$ cat src/timer_pkg.sv
// constants, layouts and carrier types of the auto-reload pwm timer
package timer_pkg;

   // ----------------------------------------------------------------
   // register bus
   // ----------------------------------------------------------------
   localparam int ADDR_W = 9;
   localparam int DATA_W = 32;
   localparam int IDX_W = 7;

   // register index; the byte address is four times the index
   localparam logic [IDX_W-1:0] IDX_DUTY3 = 7'h73;
   localparam logic [IDX_W-1:0] IDX_DUTY2 = 7'h74;
   localparam logic [IDX_W-1:0] IDX_DUTY1 = 7'h75;
   localparam logic [IDX_W-1:0] IDX_DUTY0 = 7'h76;
   localparam logic [IDX_W-1:0] IDX_PWM_CTRL = 7'h77;
   localparam logic [IDX_W-1:0] IDX_TIMER_CSR = 7'h78;
   localparam logic [IDX_W-1:0] IDX_COUNTER = 7'h79;
   localparam logic [IDX_W-1:0] IDX_RELOAD = 7'h7A;
   localparam logic [IDX_W-1:0] IDX_CAP_CSR = 7'h7B;
   localparam logic [IDX_W-1:0] IDX_CAP1 = 7'h7C;
   localparam logic [IDX_W-1:0] IDX_CAP2 = 7'h7D;

   localparam logic [7:0] REG_RESET = 8'h00;
   localparam logic [7:0] COUNT_TOP = 8'hFF;
   localparam int PRESC_W = 7;

   // ----------------------------------------------------------------
   // field positions
   // ----------------------------------------------------------------
   localparam int CSR_EXT = 7;
   localparam int CSR_PSEL_HI = 6;
   localparam int CSR_PSEL_LO = 4;
   localparam int CSR_RUN = 3;
   localparam int CSR_FORCE = 2;
   localparam int CSR_OIE = 1;
   localparam int CSR_OVF = 0;
   localparam int PWM_OE_LO = 4;
   localparam int PWM_POL_LO = 0;
   localparam int ICC_SENS_LO = 4;
   localparam int ICC_IE_LO = 2;
   localparam int ICC_CF_LO = 0;

   // ----------------------------------------------------------------
   // types
   // ----------------------------------------------------------------
   typedef struct packed {
      logic [ADDR_W-1:0] address;
      logic read;
      logic write;
      logic [DATA_W-1:0] writedata;
      logic [3:0] byteenable;
   } avmm_req_t;

   typedef enum logic [1:0] {
      BUS_IDLE = 2'b01,
      BUS_ANSWER = 2'b10
   } bus_state_t;

endpackage

$ cat src/pin_edge_detect.sv
// two-flop synchroniser with rising and falling edge pulses
`timescale 1ns/1ps
module pin_edge_detect (
   // clock and reset
   input wire logic mclk,
   input wire logic rst_b,
   // asynchronous pin
   input wire logic pin,
   // edge pulses
   output logic rise,
   output logic fall
);
   logic meta;
   logic sync;
   logic prev;
   logic [2:0] armed;

   always_ff @(posedge mclk) begin
      if (!rst_b) begin
         meta <= 1'b0;
         sync <= 1'b0;
         prev <= 1'b0;
      end else begin
         meta <= pin;
         sync <= meta;
         prev <= sync;
      end
   end

   // edges held off until prev holds a real pin sample, so a pin that
   // idles high gives no false edge after reset
   always_ff @(posedge mclk) begin
      if (!rst_b) begin
         armed <= 3'h0;
         rise <= 1'b0;
         fall <= 1'b0;
      end else begin
         armed <= {armed[1:0], 1'b1};
         rise <= armed[2] & sync & ~prev;
         fall <= armed[2] & ~sync & prev;
      end
   end
endmodule // pin_edge_detect

$ cat src/pwm_channel.sv
// one pwm channel: compare shadow, level and pin drive
`timescale 1ns/1ps
module pwm_channel (
   // clock and reset
   input wire logic mclk,
   input wire logic rst_b,
   // timer state
   input wire logic ovf_evt,
   input wire logic [7:0] count,
   input wire logic [7:0] duty_cycle_reg,
   // channel control
   input wire logic polarity,
   input wire logic enable,
   // pin
   output logic pin,
   output logic pin_oe
);
   import timer_pkg::*;
   logic [7:0] compare_shadow;

   // shadow loaded only at overflow, so duty changes never glitch
   always_ff @(posedge mclk) begin
      if (!rst_b) begin
         compare_shadow <= REG_RESET;
      end else if (ovf_evt) begin
         compare_shadow <= duty_cycle_reg;
      end
   end

   // level high up to compare, low above; polarity flips at once
   always_ff @(posedge mclk) begin
      if (!rst_b) begin
         pin <= 1'b0;
         pin_oe <= 1'b0;
      end else begin
         pin <= enable & ((count <= compare_shadow) ^ polarity);
         pin_oe <= enable;
      end
   end
endmodule // pwm_channel

$ cat src/autoreload_pwm_timer_regs.sv
// 8-bit auto-reload pwm timer with input capture, avalon-mm slave
//
// Design decision made here: the Avalon-MM interface to the registers.
`timescale 1ns/1ps
module autoreload_pwm_timer_regs (
   // clock and reset
   input wire logic mclk,
   input wire logic rst_b,
   // avalon-mm slave
   input wire timer_pkg::avmm_req_t avs_req,
   output logic [timer_pkg::DATA_W-1:0] avs_readdata,
   output logic avs_waitrequest,
   // external pins
   input wire logic ext_clk_pin,
   input wire logic [1:0] capture_pin,
   // pwm pins
   output logic [3:0] pwm_out_channel,
   output logic [3:0] pwm_pin_oe,
   // interrupt requests
   output logic overflow_irq,
   output logic [1:0] capture_irq
);
   import timer_pkg::*;

   // ----------------------------------------------------------------
   // registers
   // ----------------------------------------------------------------
   logic [7:0] duty [4];
   logic [3:0] polarity_bits;
   logic [3:0] out_enable;
   logic ext_clock_select;
   logic [2:0] prescale_select;
   logic counter_run_enable;
   logic overflow_irq_enable;
   logic overflow_flag;
   logic [7:0] counter;
   logic [7:0] reload_value;
   logic [1:0] capture_sens;
   logic [1:0] capture_irq_enable;
   logic [1:0] capture_flag;
   logic [7:0] capture_value [2];
   logic [PRESC_W-1:0] prescaler;

   bus_state_t bus_state;
   logic rd_ovf_seen;
   logic [1:0] rd_cf_seen;

   // ----------------------------------------------------------------
   // bus decode
   // ----------------------------------------------------------------
   logic req;
   logic accept;
   logic wr_en;
   logic [IDX_W-1:0] idx;
   logic aligned;
   logic [7:0] wdata;

   assign req = avs_req.read | avs_req.write;
   assign accept = req & ~avs_waitrequest;
   assign idx = avs_req.address[ADDR_W-1:2];
   assign aligned = (avs_req.address[1:0] == 2'h0);
   assign wdata = avs_req.writedata[7:0];
   assign wr_en = accept & avs_req.write & avs_req.byteenable[0] & aligned;

   logic wr_duty3, wr_duty2, wr_duty1, wr_duty0;
   logic wr_pwm, wr_csr, wr_cnt, wr_rel, wr_icc;
   logic rd_csr, rd_cap1, rd_cap2;

   assign wr_duty3 = wr_en & (idx == IDX_DUTY3);
   assign wr_duty2 = wr_en & (idx == IDX_DUTY2);
   assign wr_duty1 = wr_en & (idx == IDX_DUTY1);
   assign wr_duty0 = wr_en & (idx == IDX_DUTY0);
   assign wr_pwm = wr_en & (idx == IDX_PWM_CTRL);
   assign wr_csr = wr_en & (idx == IDX_TIMER_CSR);
   assign wr_cnt = wr_en & (idx == IDX_COUNTER);
   assign wr_rel = wr_en & (idx == IDX_RELOAD);
   assign wr_icc = wr_en & (idx == IDX_CAP_CSR);
   assign rd_csr = accept & avs_req.read & aligned & (idx == IDX_TIMER_CSR);
   assign rd_cap1 = accept & avs_req.read & aligned & (idx == IDX_CAP1);
   assign rd_cap2 = accept & avs_req.read & aligned & (idx == IDX_CAP2);

   // ----------------------------------------------------------------
   // bus handshake: one wait cycle, data latched with the answer
   // ----------------------------------------------------------------
   logic [7:0] next_readdata;

   always_comb begin
      next_readdata = 8'h00;
      if (!aligned) begin
         next_readdata = 8'h00;
      end else if (idx == IDX_DUTY3) begin
         next_readdata = duty[3];
      end else if (idx == IDX_DUTY2) begin
         next_readdata = duty[2];
      end else if (idx == IDX_DUTY1) begin
         next_readdata = duty[1];
      end else if (idx == IDX_DUTY0) begin
         next_readdata = duty[0];
      end else if (idx == IDX_PWM_CTRL) begin
         next_readdata = {out_enable, polarity_bits};
      end else if (idx == IDX_TIMER_CSR) begin
         next_readdata = {ext_clock_select, prescale_select,
            counter_run_enable, 1'b0, overflow_irq_enable,
            overflow_flag};
      end else if (idx == IDX_COUNTER) begin
         next_readdata = counter;
      end else if (idx == IDX_RELOAD) begin
         next_readdata = reload_value;
      end else if (idx == IDX_CAP_CSR) begin
         next_readdata = {2'b00, capture_sens, capture_irq_enable,
            capture_flag};
      end else if (idx == IDX_CAP1) begin
         next_readdata = capture_value[0];
      end else if (idx == IDX_CAP2) begin
         next_readdata = capture_value[1];
      end
   end

   always_ff @(posedge mclk) begin
      if (!rst_b) begin
         bus_state <= BUS_IDLE;
         avs_waitrequest <= 1'b1;
         avs_readdata <= '0;
         rd_ovf_seen <= 1'b0;
         rd_cf_seen <= 2'b00;
      end else begin
         case (bus_state)
            BUS_IDLE: begin
               if (req) begin
                  bus_state <= BUS_ANSWER;
                  avs_waitrequest <= 1'b0;
                  avs_readdata <= {24'h000000, next_readdata};
                  rd_ovf_seen <= overflow_flag;
                  rd_cf_seen <= capture_flag;
               end
            end
            BUS_ANSWER: begin
               bus_state <= BUS_IDLE;
               avs_waitrequest <= 1'b1;
            end
            default: begin
               bus_state <= BUS_IDLE;
               avs_waitrequest <= 1'b1;
            end
         endcase
      end
   end

   // ----------------------------------------------------------------
   // control registers
   // ----------------------------------------------------------------
   always_ff @(posedge mclk) begin
      if (!rst_b) begin
         for (int i = 0; i < 4; i++) begin
            duty[i] <= REG_RESET;
         end
         polarity_bits <= 4'h0;
         out_enable <= 4'h0;
         ext_clock_select <= 1'b0;
         prescale_select <= 3'h0;
         counter_run_enable <= 1'b0;
         overflow_irq_enable <= 1'b0;
         reload_value <= REG_RESET;
         capture_sens <= 2'h0;
         capture_irq_enable <= 2'h0;
      end else begin
         if (wr_duty3) duty[3] <= wdata;
         if (wr_duty2) duty[2] <= wdata;
         if (wr_duty1) duty[1] <= wdata;
         if (wr_duty0) duty[0] <= wdata;
         if (wr_pwm) begin
            out_enable <= wdata[PWM_OE_LO +: 4];
            polarity_bits <= wdata[PWM_POL_LO +: 4];
         end
         if (wr_csr) begin
            ext_clock_select <= wdata[CSR_EXT];
            prescale_select <= wdata[CSR_PSEL_HI:CSR_PSEL_LO];
            counter_run_enable <= wdata[CSR_RUN];
            overflow_irq_enable <= wdata[CSR_OIE];
         end
         if (wr_rel) reload_value <= wdata;
         if (wr_icc) begin
            capture_sens <= wdata[ICC_SENS_LO +: 2];
            capture_irq_enable <= wdata[ICC_IE_LO +: 2];
         end
      end
   end

   // ----------------------------------------------------------------
   // input clock, prescaler and counter
   // ----------------------------------------------------------------
   logic ext_rise;
   logic [1:0] cap_rise;
   logic [1:0] cap_fall;

   pin_edge_detect ext_edge (
      .mclk(mclk),
      .rst_b(rst_b),
      .pin(ext_clk_pin),
      .rise(ext_rise),
      .fall()
   );

   logic in_tick;
   logic cnt_tick;
   logic ovf_evt;
   logic force_load;
   logic [PRESC_W-1:0] tap_mask;

   assign in_tick = counter_run_enable & (ext_clock_select ? ext_rise : 1'b1);
   assign tap_mask = PRESC_W'((8'h01 << prescale_select) - 8'h01);
   assign cnt_tick = in_tick & ((prescaler & tap_mask) == tap_mask);
   assign ovf_evt = cnt_tick & (counter == COUNT_TOP) & ~wr_cnt & ~force_load;
   assign force_load = wr_csr & wdata[CSR_FORCE];

   always_ff @(posedge mclk) begin
      if (!rst_b) begin
         prescaler <= '0;
      end else if (force_load || wr_cnt) begin
         prescaler <= '0;
      end else if (in_tick) begin
         prescaler <= prescaler + 1'b1;
      end
   end

   always_ff @(posedge mclk) begin
      if (!rst_b) begin
         counter <= REG_RESET;
      end else if (wr_cnt) begin
         counter <= wdata;
      end else if (force_load) begin
         counter <= reload_value;
      end else if (ovf_evt) begin
         counter <= reload_value;
      end else if (cnt_tick) begin
         counter <= counter + 8'h01;
      end
   end

   // set wins over a clear; only a flag that was read is cleared
   always_ff @(posedge mclk) begin
      if (!rst_b) begin
         overflow_flag <= 1'b0;
      end else if (ovf_evt) begin
         overflow_flag <= 1'b1;
      end else if (rd_csr && rd_ovf_seen) begin
         overflow_flag <= 1'b0;
      end
   end

   // ----------------------------------------------------------------
   // input capture
   // ----------------------------------------------------------------
   logic [1:0] cap_evt;
   logic [1:0] rd_cap;

   assign rd_cap = {rd_cap2, rd_cap1};

   for (genvar c = 0; c < 2; c++) begin : g_cap
      pin_edge_detect cap_edge (
         .mclk(mclk),
         .rst_b(rst_b),
         .pin(capture_pin[c]),
         .rise(cap_rise[c]),
         .fall(cap_fall[c])
      );

      assign cap_evt[c] = capture_sens[c] ? cap_rise[c] : cap_fall[c];

      always_ff @(posedge mclk) begin
         if (!rst_b) begin
            capture_value[c] <= REG_RESET;
         end else if (cap_evt[c] && !capture_flag[c]) begin
            capture_value[c] <= counter;
         end
      end

      always_ff @(posedge mclk) begin
         if (!rst_b) begin
            capture_flag[c] <= 1'b0;
         end else if (cap_evt[c] && !capture_flag[c]) begin
            capture_flag[c] <= 1'b1;
         end else if (rd_cap[c] && rd_cf_seen[c]) begin
            capture_flag[c] <= 1'b0;
         end
      end
   end

   // ----------------------------------------------------------------
   // interrupt requests
   // ----------------------------------------------------------------
   always_ff @(posedge mclk) begin
      if (!rst_b) begin
         overflow_irq <= 1'b0;
         capture_irq <= 2'b00;
      end else begin
         overflow_irq <= overflow_flag & overflow_irq_enable;
         capture_irq <= capture_flag & capture_irq_enable;
      end
   end

   // ----------------------------------------------------------------
   // pwm channels
   // ----------------------------------------------------------------
   for (genvar p = 0; p < 4; p++) begin : g_pwm
      pwm_channel chan (
         .mclk(mclk),
         .rst_b(rst_b),
         .ovf_evt(ovf_evt),
         .count(counter),
         .duty_cycle_reg(duty[p]),
         .polarity(polarity_bits[p]),
         .enable(out_enable[p]),
         .pin(pwm_out_channel[p]),
         .pin_oe(pwm_pin_oe[p])
      );
   end
endmodule // autoreload_pwm_timer_regs

$ cat config.mk
export PLATFORM = sky130hd
export DESIGN_NAME = autoreload_pwm_timer_regs
export DESIGN_NICKNAME = d
export VERILOG_FILES = /design/src/timer_pkg.sv /design/src/pin_edge_detect.sv /design/src/pwm_channel.sv /design/src/autoreload_pwm_timer_regs.sv
export SDC_FILE = /design/constraint.sdc
export NUM_CORES = 1
export LEC_CHECK = 0
export BUFFER_PORTS_ARGS = -buffer_cell sky130_fd_sc_hd__clkbuf_2
export CAP_MARGIN = 20
export CORE_UTILIZATION = 59
export CTS_CLUSTER_SIZE = 8
export DETAILED_ROUTE_END_ITERATION = 8
export PLACE_DENSITY = 0.8
export SKIP_CTS_REPAIR_TIMING = 1
export SLEW_MARGIN = 20
export SYNTH_ARGS = -nofsm -noshare
export SYNTH_HDL_FRONTEND = slang
export SYNTH_SLANG_ARGS = --single-unit
$ cat constraint.sdc
create_clock -name mclk -period 2.7 [get_ports mclk]
set_input_delay 0.135 -clock mclk [delete_from_list [all_inputs] [get_ports mclk]]
set_output_delay 0.135 -clock mclk [all_outputs]
set_load 0.02 [all_outputs]
Word level (Yosys, flattened, before mapping). Memories as Yosys holds them, arrays and structs flattened. Index checks and enable logic that the tools add are counted.

Flip-flop bits (word level): 124. Bits in writable memories: 48. Bits of input ports: 52. Logic and storage cells: 207. Memories kept: 2.

Add/subtract/negate cells: 3. Magnitude comparators: 4. Equal/unequal tests: 14. Shifts and indexed selects: 1. Muxes and demuxes: 53. Bitwise logic cells: 61. Reductions and logical operators: 16.

Memories: duty (words 4, width 8, rd ports 4, clocked after Yosys merged registers in 0, wr ports 4, line autoreload_pwm_timer_regs.sv:28) `logic [7:0] duty [4];`; capture_value (words 2, width 8, rd ports 2, clocked after Yosys merged registers in 0, wr ports 2, line autoreload_pwm_timer_regs.sv:41) `logic [7:0] capture_value [2];`.

Operator list (count): 2-to-1 mux 8 bit (22); == test 7 bit (second input constant) (11); AND 1 bit (39); <= comparator 8 bit (4); 2-to-1 mux 1 bit (31); NOT 1 bit (9); adder 8 x 1 -> 8 bit (second input constant) (1); == test 8 bit (second input constant) (1); adder 7 x 1 -> 7 bit (second input constant) (1); AND 7 bit (1); == test 7 bit (1); bitwise OR 1 bit (7); << shifter 1 x 3 -> 7 bit (first input constant) (1); subtractor 7 x 1 -> 7 bit (second input constant) (1); nonzero test 2 bit (3); logical AND 1 bit (5); AND reduction 2 bit (2); nonzero test 4 bit (1); bitwise XOR 1 bit (4); AND 2 bit (1); == test 2 x 1 -> 1 bit (second input constant) (1); logical NOT 1 bit (2); logical NOT 2 bit (1); OR reduction 2 bit (1); logical OR 1 bit (1).

Depth between registers and ports, before layout. Gate-level depths: netlist of the first run.

Word-level depth: 13. Depth in mapped cells: 10. Mapped depth without buffers: 8.

Cells and area by module. A second synthesis of the first run with hierarchy kept.

Cells, all modules: 906. Area total of the unflattened synthesis: 8440.6 µm².

By module, submodules not included: autoreload_pwm_timer_regs (instances 1, cells each 625, area each 5550.3 µm², seq. area each 2642.5 µm²); pwm_channel (instances 4, cells each 59, area each 559.3 µm², seq. area each 200.2 µm²); pin_edge_detect (instances 3, cells each 15, area each 217.7 µm², seq. area each 160.2 µm²).

Worst setup path before layout of the first run. Ideal clock, no wire load.

Path type: register -> register. From: reg bus_state[0] (netlist name). To: mem duty[0][0], enable pin. Data arrival time: 1569 ps. Setup slack: 747 ps. Cell stages (with the launch flop): 5. Path buffers: 0. Cells stage by stage: dfxtp_1 nor2_2 and3_1 nand2_1 o21ai_0.

RTL lines (line): end, declared (autoreload_pwm_timer_regs.sv:28).

Worst setup path in the final report of the first run.
From: reg counter[3]. To: reg counter[7].

Longest elaborated chain between the ends: 7. Elaborated cells between the ends (all ways): 10.

RTL lines: start, declared (line autoreload_pwm_timer_regs.sv:36) `logic [7:0] counter;`; start signal, assigned (line autoreload_pwm_timer_regs.sv:230) `counter <= wdata;`; start signal, assigned (line autoreload_pwm_timer_regs.sv:232) `counter <= reload_value;`; start signal, assigned (line autoreload_pwm_timer_regs.sv:234) `counter <= reload_value;`; branches (longest 7 deep; another with adder 8 x 1 -> 8 bit).

Parallel ways; which one is timed is not known. The select of a mux whose other input is x is not followed. A chain may end at the register's enable or synchronous reset.

==> results of run 1 <==
placed cells by master (no fill, tap or decap), drive strengths merged, types with 4 or more instances in the layout:
cell	n
dfxtp	117
nand2	116
a21oi	93
nor2	64
clkbuf	63
and2	53
edfxtp	48
inv	47
ha	34
o21ai	32
buf	31
and3	28
nand3	25
mux2i	24
conb	24
nor3	16
nor2b	15
o22ai	9
a211oi	9
nand2b	9
a22oi	8
a22o	8
xnor2	7
a21o	6
a31oi	6
nor3b	6
xor2	6
and4	5
nand4	4
o221ai	4
clkinv	4
metal layers:
| metal | vias to the layer above | routed length (µm) |
|---|---|---|
| li1 | 3317 | - |
| met1 | 3307 | 9632 |
| met2 | 442 | 10120 |
| met3 | 60 | 2350 |
| met4 | 2 | 716 |
| met5 | - | 13 |
worst reg2reg max path, stage by stage (launching register included):
cell,delay [ns]
dfxtp_1,0.66
and3_1,0.41
nand3_2,0.13
nor2_2,0.18
and3_1,0.24
buf_12,0.21
o21ai_0,0.13
a21oi_1,0.18
logic make-up after synthesis:
family | count (synthesis) | share of synthesized area [%]
simple gates | 356 | 21.63
fa+ha+maj | 34 | 5.031
buf+inv | 116 | 7.310
xor+xnor | 13 | 1.347
mux | 30 | 4.040
flops | 165 | 44.75
other cells | 1 | 0.04435
compound gates | 211 | 15.85
path summary, 6_finish.rpt:
kind                                     startpoint                                end  slack [ns]  cells after the start
hold reg to reg   g_cap[0].cap_edge.prev$_SDFF_PN0_  g_cap[0].cap_edge.rise$_SDFF_PN0_        0.42                      1
setup reg to reg            counter[3]$_SDFFE_PN0P_            counter[7]$_SDFFE_PN0P_        0.48                      7
hold / removal                          avs_req[37]          bus_state[0]$_SDFFE_PN1N_        0.01                      2
setup / recovery            counter[3]$_SDFFE_PN0P_            counter[7]$_SDFFE_PN0P_        0.48                      7
power groups by stage:
stage / Sequential (mW) / Clock, mW / Combinational, mW
after detailed placement: 2.66 / 0 / 0.278
after CTS: 2.60 / 2.36 / 0.279
after global placement: 2.66 / 0 / 0.276
after floorplan: 2.65 / 0 / 0.200
final: 2.60 / 2.35 / 0.291
after global routing: 2.60 / 2.46 / 0.308
flip-flops by register name (all words and copies together) (netlist names), 3 cells and up:
register	flops
duty	32
g_pwm.chan.compare_shadow	32
capture_value	16
avs_readdata	8
counter	8
reload_value	8
prescaler	7
g_pwm.chan.pin	4
g_pwm.chan.pin_oe	4
out_enable	4
polarity_bits	4
g_cap.cap_edge.armed	3
prescale_select	3
final cells by class:
cell class | count | area (µm²)
Clock inverter | 13 | 112.6
Inverter | 40 | 150.1
Clock buffer | 19 | 454.2
Timing Repair Buffer | 78 | 495.5
Fill cell | 1108 | 4573
Tap cell | 180 | 225.2
Sequential cell | 165 | 3784
Multi-Input combinational cell | 668 | 4140
==> metrics, run 1 <==
status=finished clean; M3 GR Usage=7.397%; first-pass GRT wire length=35.03 mm; final worst slack=0.4844 ns; Final Cycle Share=82.06%; Tot Pwr=5.243 mW; Relative slew margins=49.97%; number of synthesized flops with an enable pin=48; initial DRC count=922; share of layout cells above drive strength 1=13.94%; worst skew pair latency=0.44 ns; htree depth=4; CP top delay family=simple AND/OR/NAND/NOR gates; max_cap viols=0; Hold WC Path Type=in2reg; Layout area overhead=10.71%; vias in the first global route=6357; Final setup viols=0; clock buffer depth=2; sequential area share after synthesis=44.75%; largest net degree at the start of global routing=51; Setup crit end kind=flip-flop; Max Clock Freq=451.3 MHz; Core Util, Final=67.18%; Finished Layout Cells=1163; Placed Area=0.008765 mm²; global route hottest layer=met2; hold slack final=0.01142 ns; count leader, synth=dfxtp_1; CTS root buf=clkbuf_16; clk sinks=165; critical path arrival=2.58 ns; Vias per Instance=6.129; WL per Instance=19.63 µm; Reg power frac=49.6%; Yosys top cell by area=dfxtp_1; share of the synthesized area in the top cell type=27.70%; CP Cell Sequence=and3_1 -> nand3_2 -> nor2_2 -> and3_1 -> buf_12 -> o21ai_0 -> a21oi_1; cell mode on critical path=and3_1; logic gate share of total power=5.6%; Switch Pwr=1.323 mW; Async SR Flop Fraction=0%; global-route track usage on met1=43.49%; CTS tree=built; Post-Syn Instances=926; row count=43; Final min period=2.216 ns; Synth top cells by count=dfxtp_1, nand2_1, a21oi_1; Startpoint Class=flip-flop; flop and latch count out of synthesis=165; Critical Path Max Stage Delay=0.66 ns; Tot GR Track Use=31.84%; Buffers on Ports=44; Power per Cell Area=560.1 mW/mm²; vias=7128; n_diodes=0; met2 Track Usage GR=49.11%; synthesized cell area=0.008456 mm²; Slowest-stage cell, CP=dfxtp_1; Synth cell types=74; finished layout cell area=0.009361 mm²; crit path max fanout=33; Setup TNS=0 ns; TritonCTS Buffers=17; die area=0.01481 mm²; Leak=3.758 nW; Worst VDD drop=0.0004685 V; sw frac=25.23%; WP buf/inv=1; Worst Max-Slew Pin Slew=0.7477 ns; antenna viol nets, final=0; Detailed Place HPWL=15.98 mm; chip height=121.7 µm; setup repair after global routing missed its margin=no; clock power share=44.8%; Required @ worst endpoint=3.06 ns; Initial Utilization=60.68%; crit path kind=reg2reg; number of remaining DRC errors=0; Pre-antenna DRT Iters=6; # nets final=1056; clock-pin slew on the worst setup and hold paths=0.07 ns; Routed WL=22.84 mm; top area cells in the synthesized netlist=dfxtp_1, edfxtp_1, a21oi_1; DP Worst Slack=0.5604 ns; Die Wd=121.7 µm; internal power=3.920 mW; routability cong.=0.9591; syn avg cell area=9.131 µm²; final hold viol count=0; YS warnings=0; total grt overflow=0; Layout Skew=0.01065 ns; Boundary Pins=96; placed cell count=1128; Slew Limit Fails=0; initial antenna violation count=1; Core ar.=0.01393 mm²; leading register cell type out of synthesis=dfxtp_1
(Power assumes the default switching activity.)
==> run 2: changes to the inputs <==
Settings changed: ABC_AREA set to 1, CORE_UTILIZATION 59 to 53, PLACE_DENSITY 0.8 to 0.77.
Clock period 2.7 ns to 1.96 ns, I/O delays scaled along.
==> run 2 against run 1 <==
Net effect: the flow now finishes with violations (design-rule violations, negative hold slack); sequential power is 38% higher; largest cell class is now flip-flops and latches; flip-flop and latch count did not move; utilization shrank 2.8 points; final cell count is 10% higher; routed wire length fell by 3.8%; via count decreased by 1.6%; clock power rose by 43%.
==> metrics, run 2 <==
Power per Cell Area=769.7 mW/mm²; top area cells in the synthesized netlist=dfxtp_1, edfxtp_1, nand2_1; leading cell type in the layout, fill and taps excluded=nand2_1; Buffers on Ports=44; Slew Limit Fails=0; Worst R2R Setup Slack=0.07 ns; worst hold endpoint=counter[3]$_SDFFE_PN0P_; end of the worst register-to-register path=g_pwm[2].chan.pin$_SDFF_PN0_; Synth cell types=42; Tot Pwr=7.281 mW; Relative slew margins=47.60%; clock buffer depth=2; Hold WC Path Type=in2reg; Final min period=1.893 ns; Layout Skew=0.007929 ns; max_cap viols=0; commonest cells after routing, fill and taps aside=nand2_1, inv_1, dfxtp_1, nor2_1, a21oi_1; Worst Max-Slew Pin Slew=0.7808 ns; Pre-antenna DRT Iters=7; routability cong.=0.9507; row count=44; first-pass GRT wire length=32.81 mm; Startpoint Class=flip-flop; die area=0.01575 mm²; initial antenna violation count=0; hold path depth=3; Synth top cells by count=nand2_1, inv_1, dfxtp_1; Detailed Place HPWL=14.75 mm; worst hold start=avs_req[7]; Setup crit end kind=flip-flop; Reg-to-Reg Start=counter[0]$_SDFFE_PN0P_; biggest registers after layout=duty (32), g_pwm.chan.compare_shadow (32), capture_value (16); Async SR Flop Fraction=0%; Initial Utilization=54.99%; status=finished, violations left; chip height=125.5 µm; Routed WL=21.97 mm; TritonCTS Buffers=17; Worst VDD drop=0.0006151 V; # nets final=1168; vias in the first global route=6266; antenna viol nets, final=0; YS warnings=0; crit path max fanout=5; number of synthesized flops with an enable pin=48; worst skew pair latency=0.43 ns; count leader, synth=nand2_1; total grt overflow=0; Fill cells=1183; Setup TNS=0 ns; CTS tree=built; failing checks=design-rule violations, negative hold slack; R2R cell count=11; vias=7012; syn avg cell area=8.181 µm²; Tot GR Track Use=27.35%; Yosys top cell by area=dfxtp_1; share of the synthesized area in the top cell type=28.98%; clock-pin slew on the worst setup and hold paths=0.06 ns; largest net degree at the start of global routing=78; n_diodes=0; clk sinks=165; Leak=4.206 nW; Vias per Instance=5.482; final hold viol count=1; share of layout cells above drive strength 1=17.26%; WL per Instance=17.18 µm; Layout area overhead=17.04%; Max Clock Freq=528.2 MHz; synthesized cell area=0.008083 mm²; number of remaining DRC errors=5; flop and latch count out of synthesis=165; Die Wd=125.5 µm; Final Cycle Share=96.60%; Final setup viols=0; sequential area share after synthesis=46.81%; leading register cell type out of synthesis=dfxtp_1; critical path arrival=2.19 ns; Required @ worst endpoint=2.25 ns; setup repair after global routing missed its margin=yes; Core ar.=0.01470 mm²; Boundary Pins=96; hold slack final=-0.007861 ns; htree depth=4; CTS root buf=clkbuf_16; initial DRC count=685; Post-Syn Instances=988; crit path kind=reg2reg
==> run 2: cell count changes after synthesis, sizes merged, moves of 11 or more <==
cell   delta
nand3    +24
o21ai    +70
inv      +95
a21oi    +16
nor2     +50
and3     -28
nand2    +48
nand4    +13
buf      -11
and2     -53
nor2b    -15
mux2i    -23
==> run 2: area by class of cell <==
| class | count | area (µm²) | share of cell area, % |
|---|---|---|---|
| Sequential cell | 165 | 3786 | 40.02 |
| Multi-Input combinational cell | 659 | 3613 | 38.20 |
| Timing Repair Buffer | 105 | 723.2 | 7.644 |
| Clock buffer | 23 | 510.5 | 5.396 |
| Inverter | 134 | 509.2 | 5.383 |
| Tap cell | 184 | 230.2 | 2.434 |
| Clock inverter | 9 | 87.58 | 0.9258 |
==> run 2: cells by family (layout without fill, tap and decap cells) <==
group	after synthesis	in the layout	share of synthesized area [%]
adders and majority gates	34	34	5.263
and+or+nand+nor	365	370	20.73
xor gates and xnor gates	9	9	0.9753
buffers and inverters	192	271	11.13
muxes	1	1	0.1238
DFF	165	165	46.81
AOI/OAI and AO/OA	221	221	14.92
other	1	24	0.04640
==> run 2: metal layers <==
layer	GRT usage [%]	part of all wire, %
met5	0	0
met3	4.792	8.4
met4	11.26	3.6
met1	37.21	42
met2	43.07	46
==> run 2: metrics by stage <==
| step | area (µm²) | setup slack (ns) | utilization [%] | std cells |
|---|---|---|---|---|
| 2_1_floorplan | 8169 | 0.1122 | - | 1011 |
| 3_3_place_gp | 8621 | 0.004258 | 58.65 | 1232 |
| 3_5_place_dp | 8621 | -0.03643 | 58.65 | 1232 |
| 4_1_cts | 9219 | -0.09313 | 62.72 | 1264 |
| 5_1_grt | 9460 | -0.02728 | 64.36 | 1279 |
| 6_report | 9460 | 0.06673 | 64.36 | 1279 |
==> run 2: how the worst max path moves through the flow <==
stage | from | end | depth (start not counted)
floorplan | avs_req[45] | duty[3][0]$_SDFFCE_PN0P_ | 5
global placement | counter[0]$_SDFFE_PN0P_ | counter[0]$_SDFFE_PN0P_ | 12
detailed placement | counter[1]$_SDFFE_PN0P_ | counter[1]$_SDFFE_PN0P_ | 12
CTS | counter[1]$_SDFFE_PN0P_ | g_pwm[1].chan.compare_shadow[5]$_SDFFE_PN0P_ | 10
global route | counter[0]$_SDFFE_PN0P_ | g_pwm[0].chan.pin$_SDFF_PN0_ | 12
finish | counter[0]$_SDFFE_PN0P_ | g_pwm[2].chan.pin$_SDFF_PN0_ | 11
==> run 2: where the power goes <==
group	leakage [nW]	switching [mW]	total, mW	internal (mW)
registers	1.44	0.0275	3.59	3.56
logic	2.48	0.257	0.347	0.0906
clock network	0.289	1.37	3.35	1.98
total	4.21	1.66	7.28	5.63
==> run 2: critical path: stages (launching register included) <==
cell,delay [ns]
dfxtp_2,0.35
buf_4,0.16
clkinvlp_4,0.17
ha_1,0.23
inv_1,0.05
a21oi_1,0.05
o21ai_0,0.15
nand2_1,0.07
o211ai_1,0.08
o21ai_0,0.17
o21ai_0,0.17
a21oi_1,0.09
==> run 3: changes to the inputs <==
Settings changed: ABC_AREA 1 to 0, PLACE_DENSITY 0.77 to 0.76.
==> run 3 against run 2 <==
Net effect: the run now ends clean; worst setup slack gained 0.020 ns; flip-flop and latch count is the same; utilization is 0.21 points lower; via count grew 3.5%; die area up 4.5%; global-route usage rose by 3.0 points; clock power decreased by 1%; critical path type unchanged; highest routed layer unchanged.
==> metrics, run 3 (synthesis results as in run 1) <==
crit path max fanout=4; Layout Skew=0.009477 ns; Pre-antenna DRT Iters=8; antenna viol nets, final=0; chip height=128.3 µm; biggest registers after layout=duty (32), g_pwm.chan.compare_shadow (32), capture_value (16); Placed Area=0.009206 mm²; Core ar.=0.01537 mm²; commonest cells after routing, fill and taps aside=nand2_1, dfxtp_1, a21oi_1, buf_4, nor2_1; CTS root buf=clkbuf_16; Initial Utilization=55.01%; Startpoint Class=flip-flop; Power per Cell Area=743.6 mW/mm²; Tot Pwr=7.333 mW; Max Clock Freq=533.8 MHz; Worst VDD drop=0.0005783 V; Routed WL=24.06 mm; vias in the first global route=6692; Buffers on Ports=44; Layout area overhead=16.62%; Detailed Place HPWL=17.50 mm; first-pass GRT wire length=36.95 mm; Tot GR Track Use=30.31%; htree depth=4; Setup crit end kind=flip-flop; row count=45; total grt overflow=0; Final min period=1.873 ns; crit path kind=reg2reg; routability cong.=0.9365; number of remaining DRC errors=0; Worst Max-Slew Pin Slew=0.6069 ns; initial DRC count=809; Required @ worst endpoint=2.34 ns; CP Cell Sequence=buf_12 -> ha_1 -> a21o_1 -> a21oi_1 -> a21oi_1 -> o21ai_1 -> buf_4 -> xor2_2 -> and2_1; Final setup viols=0; finished layout cell area=0.009861 mm²; clock-pin slew on the worst setup and hold paths=0.07 ns; TritonCTS Buffers=17; clk sinks=165; final hold viol count=0; # nets final=1098; Critical Path Max Stage Delay=0.34 ns; Slew Limit Fails=0; CTS tree=built; leading cell type in the layout, fill and taps excluded=nand2_1; status=finished clean; WL per Instance=19.47 µm; Final Cycle Share=95.58%; critical path arrival=2.25 ns; Vias per Instance=5.871; die area=0.01646 mm²; cell mode on critical path=a21oi_1; max_cap viols=0; initial antenna violation count=0; Hold WC Path Type=in2reg; worst skew pair latency=0.44 ns; vias=7257; Relative slew margins=59.39%; n_diodes=0; Die Wd=128.3 µm; largest net degree at the start of global routing=53; share of layout cells above drive strength 1=18.54%; Slowest-stage cell, CP=dfxtp_2; Fill cells=1285; Leak=4.019 nW; Boundary Pins=96; clock buffer depth=2
run 3: cell types whose count changed in the layout (fill, tap and decap cells not counted), moves of 11 or more:
| cell | before | now |
|---|---|---|
| nand3_1 | 47 | 23 |
| o21ai_1 | 22 | 2 |
| nand2_1 | 156 | 116 |
| nor2_1 | 103 | 58 |
| inv_1 | 131 | 36 |
| buf_4 | 53 | 65 |
| nand4_1 | 15 | 4 |
| o21ai_0 | 80 | 30 |
| a21oi_2 | 20 | 4 |
| nor2b_1 | 0 | 15 |
| mux2i_1 | 1 | 24 |
| and3_1 | 0 | 27 |
| and2_1 | 0 | 53 |
run 3: per-stage QoR:
step	util (%)	setup WS [ns]	hold WS [ns]	TNS (ns)	std cells
floorplan	-	0.007227	0.1257	0	949
global placement	59.89	0.05864	0.3036	0	1201
detailed placement	59.89	-0.01442	0.3082	-0.01442	1201
CTS	63.71	-0.05879	-0.1505	-0.3940	1233
global route	64.15	-0.001134	0.01228	-0.001134	1236
finish	64.15	0.08671	0.006182	0	1236
run 3: layout make-up:
type,count,area (µm²),share of cell area [%]
inverter,40,150.1,1.523
multi-input combinational,668,4169,42.28
sequential,165,3792,38.46
timing repair buffer,120,898.4,9.111
clock buffer,20,500.5,5.075
clock inverter,12,86.33,0.8755
tap,211,264.0,2.677
run 3: worst paths after layout:
path	cells past startpoint	slack, ns	startpoint	endpoint
max	9	0.09	counter[3]$_SDFFE_PN0P_	g_pwm[1].chan.pin$_SDFF_PN0_
min	2	0.006	avs_req[37]	bus_state[0]$_SDFFE_PN1N_
max reg2reg	9	0.09	counter[3]$_SDFFE_PN0P_	g_pwm[1].chan.pin$_SDFF_PN0_
min reg2reg	1	0.41	g_cap[0].cap_edge.prev$_SDFF_PN0_	g_cap[0].cap_edge.rise$_SDFF_PN0_
run 3: where the power goes:
group	internal [mW]	leakage (nW)	total [mW]	switching, mW
logic	0.138	2.28	0.445	0.308
registers	3.55	1.44	3.59	0.0331
clock network	1.86	0.293	3.30	1.44
run 3: critical path: cells and delay by family, from the launching register on:
kind	cells	cell delay [ns]
buf+inv	2	0.27
simple gates	1	0.14
xor+xnor	1	0.19
compound gates	4	0.57
flops	1	0.34
fa+ha+maj	1	0.31
run 3: layer usage:
| layer | track usage [%] | vias to the layer above | part of all wire [%] |
|---|---|---|---|
| li1 | - | 3394 | - |
| met1 | 41.61 | 3423 | 42 |
| met2 | 46.68 | 378 | 45 |
| met3 | 6.177 | 62 | 9.5 |
| met4 | 12.53 | 0 | 3.3 |
| met5 | 0 | - | 0 |
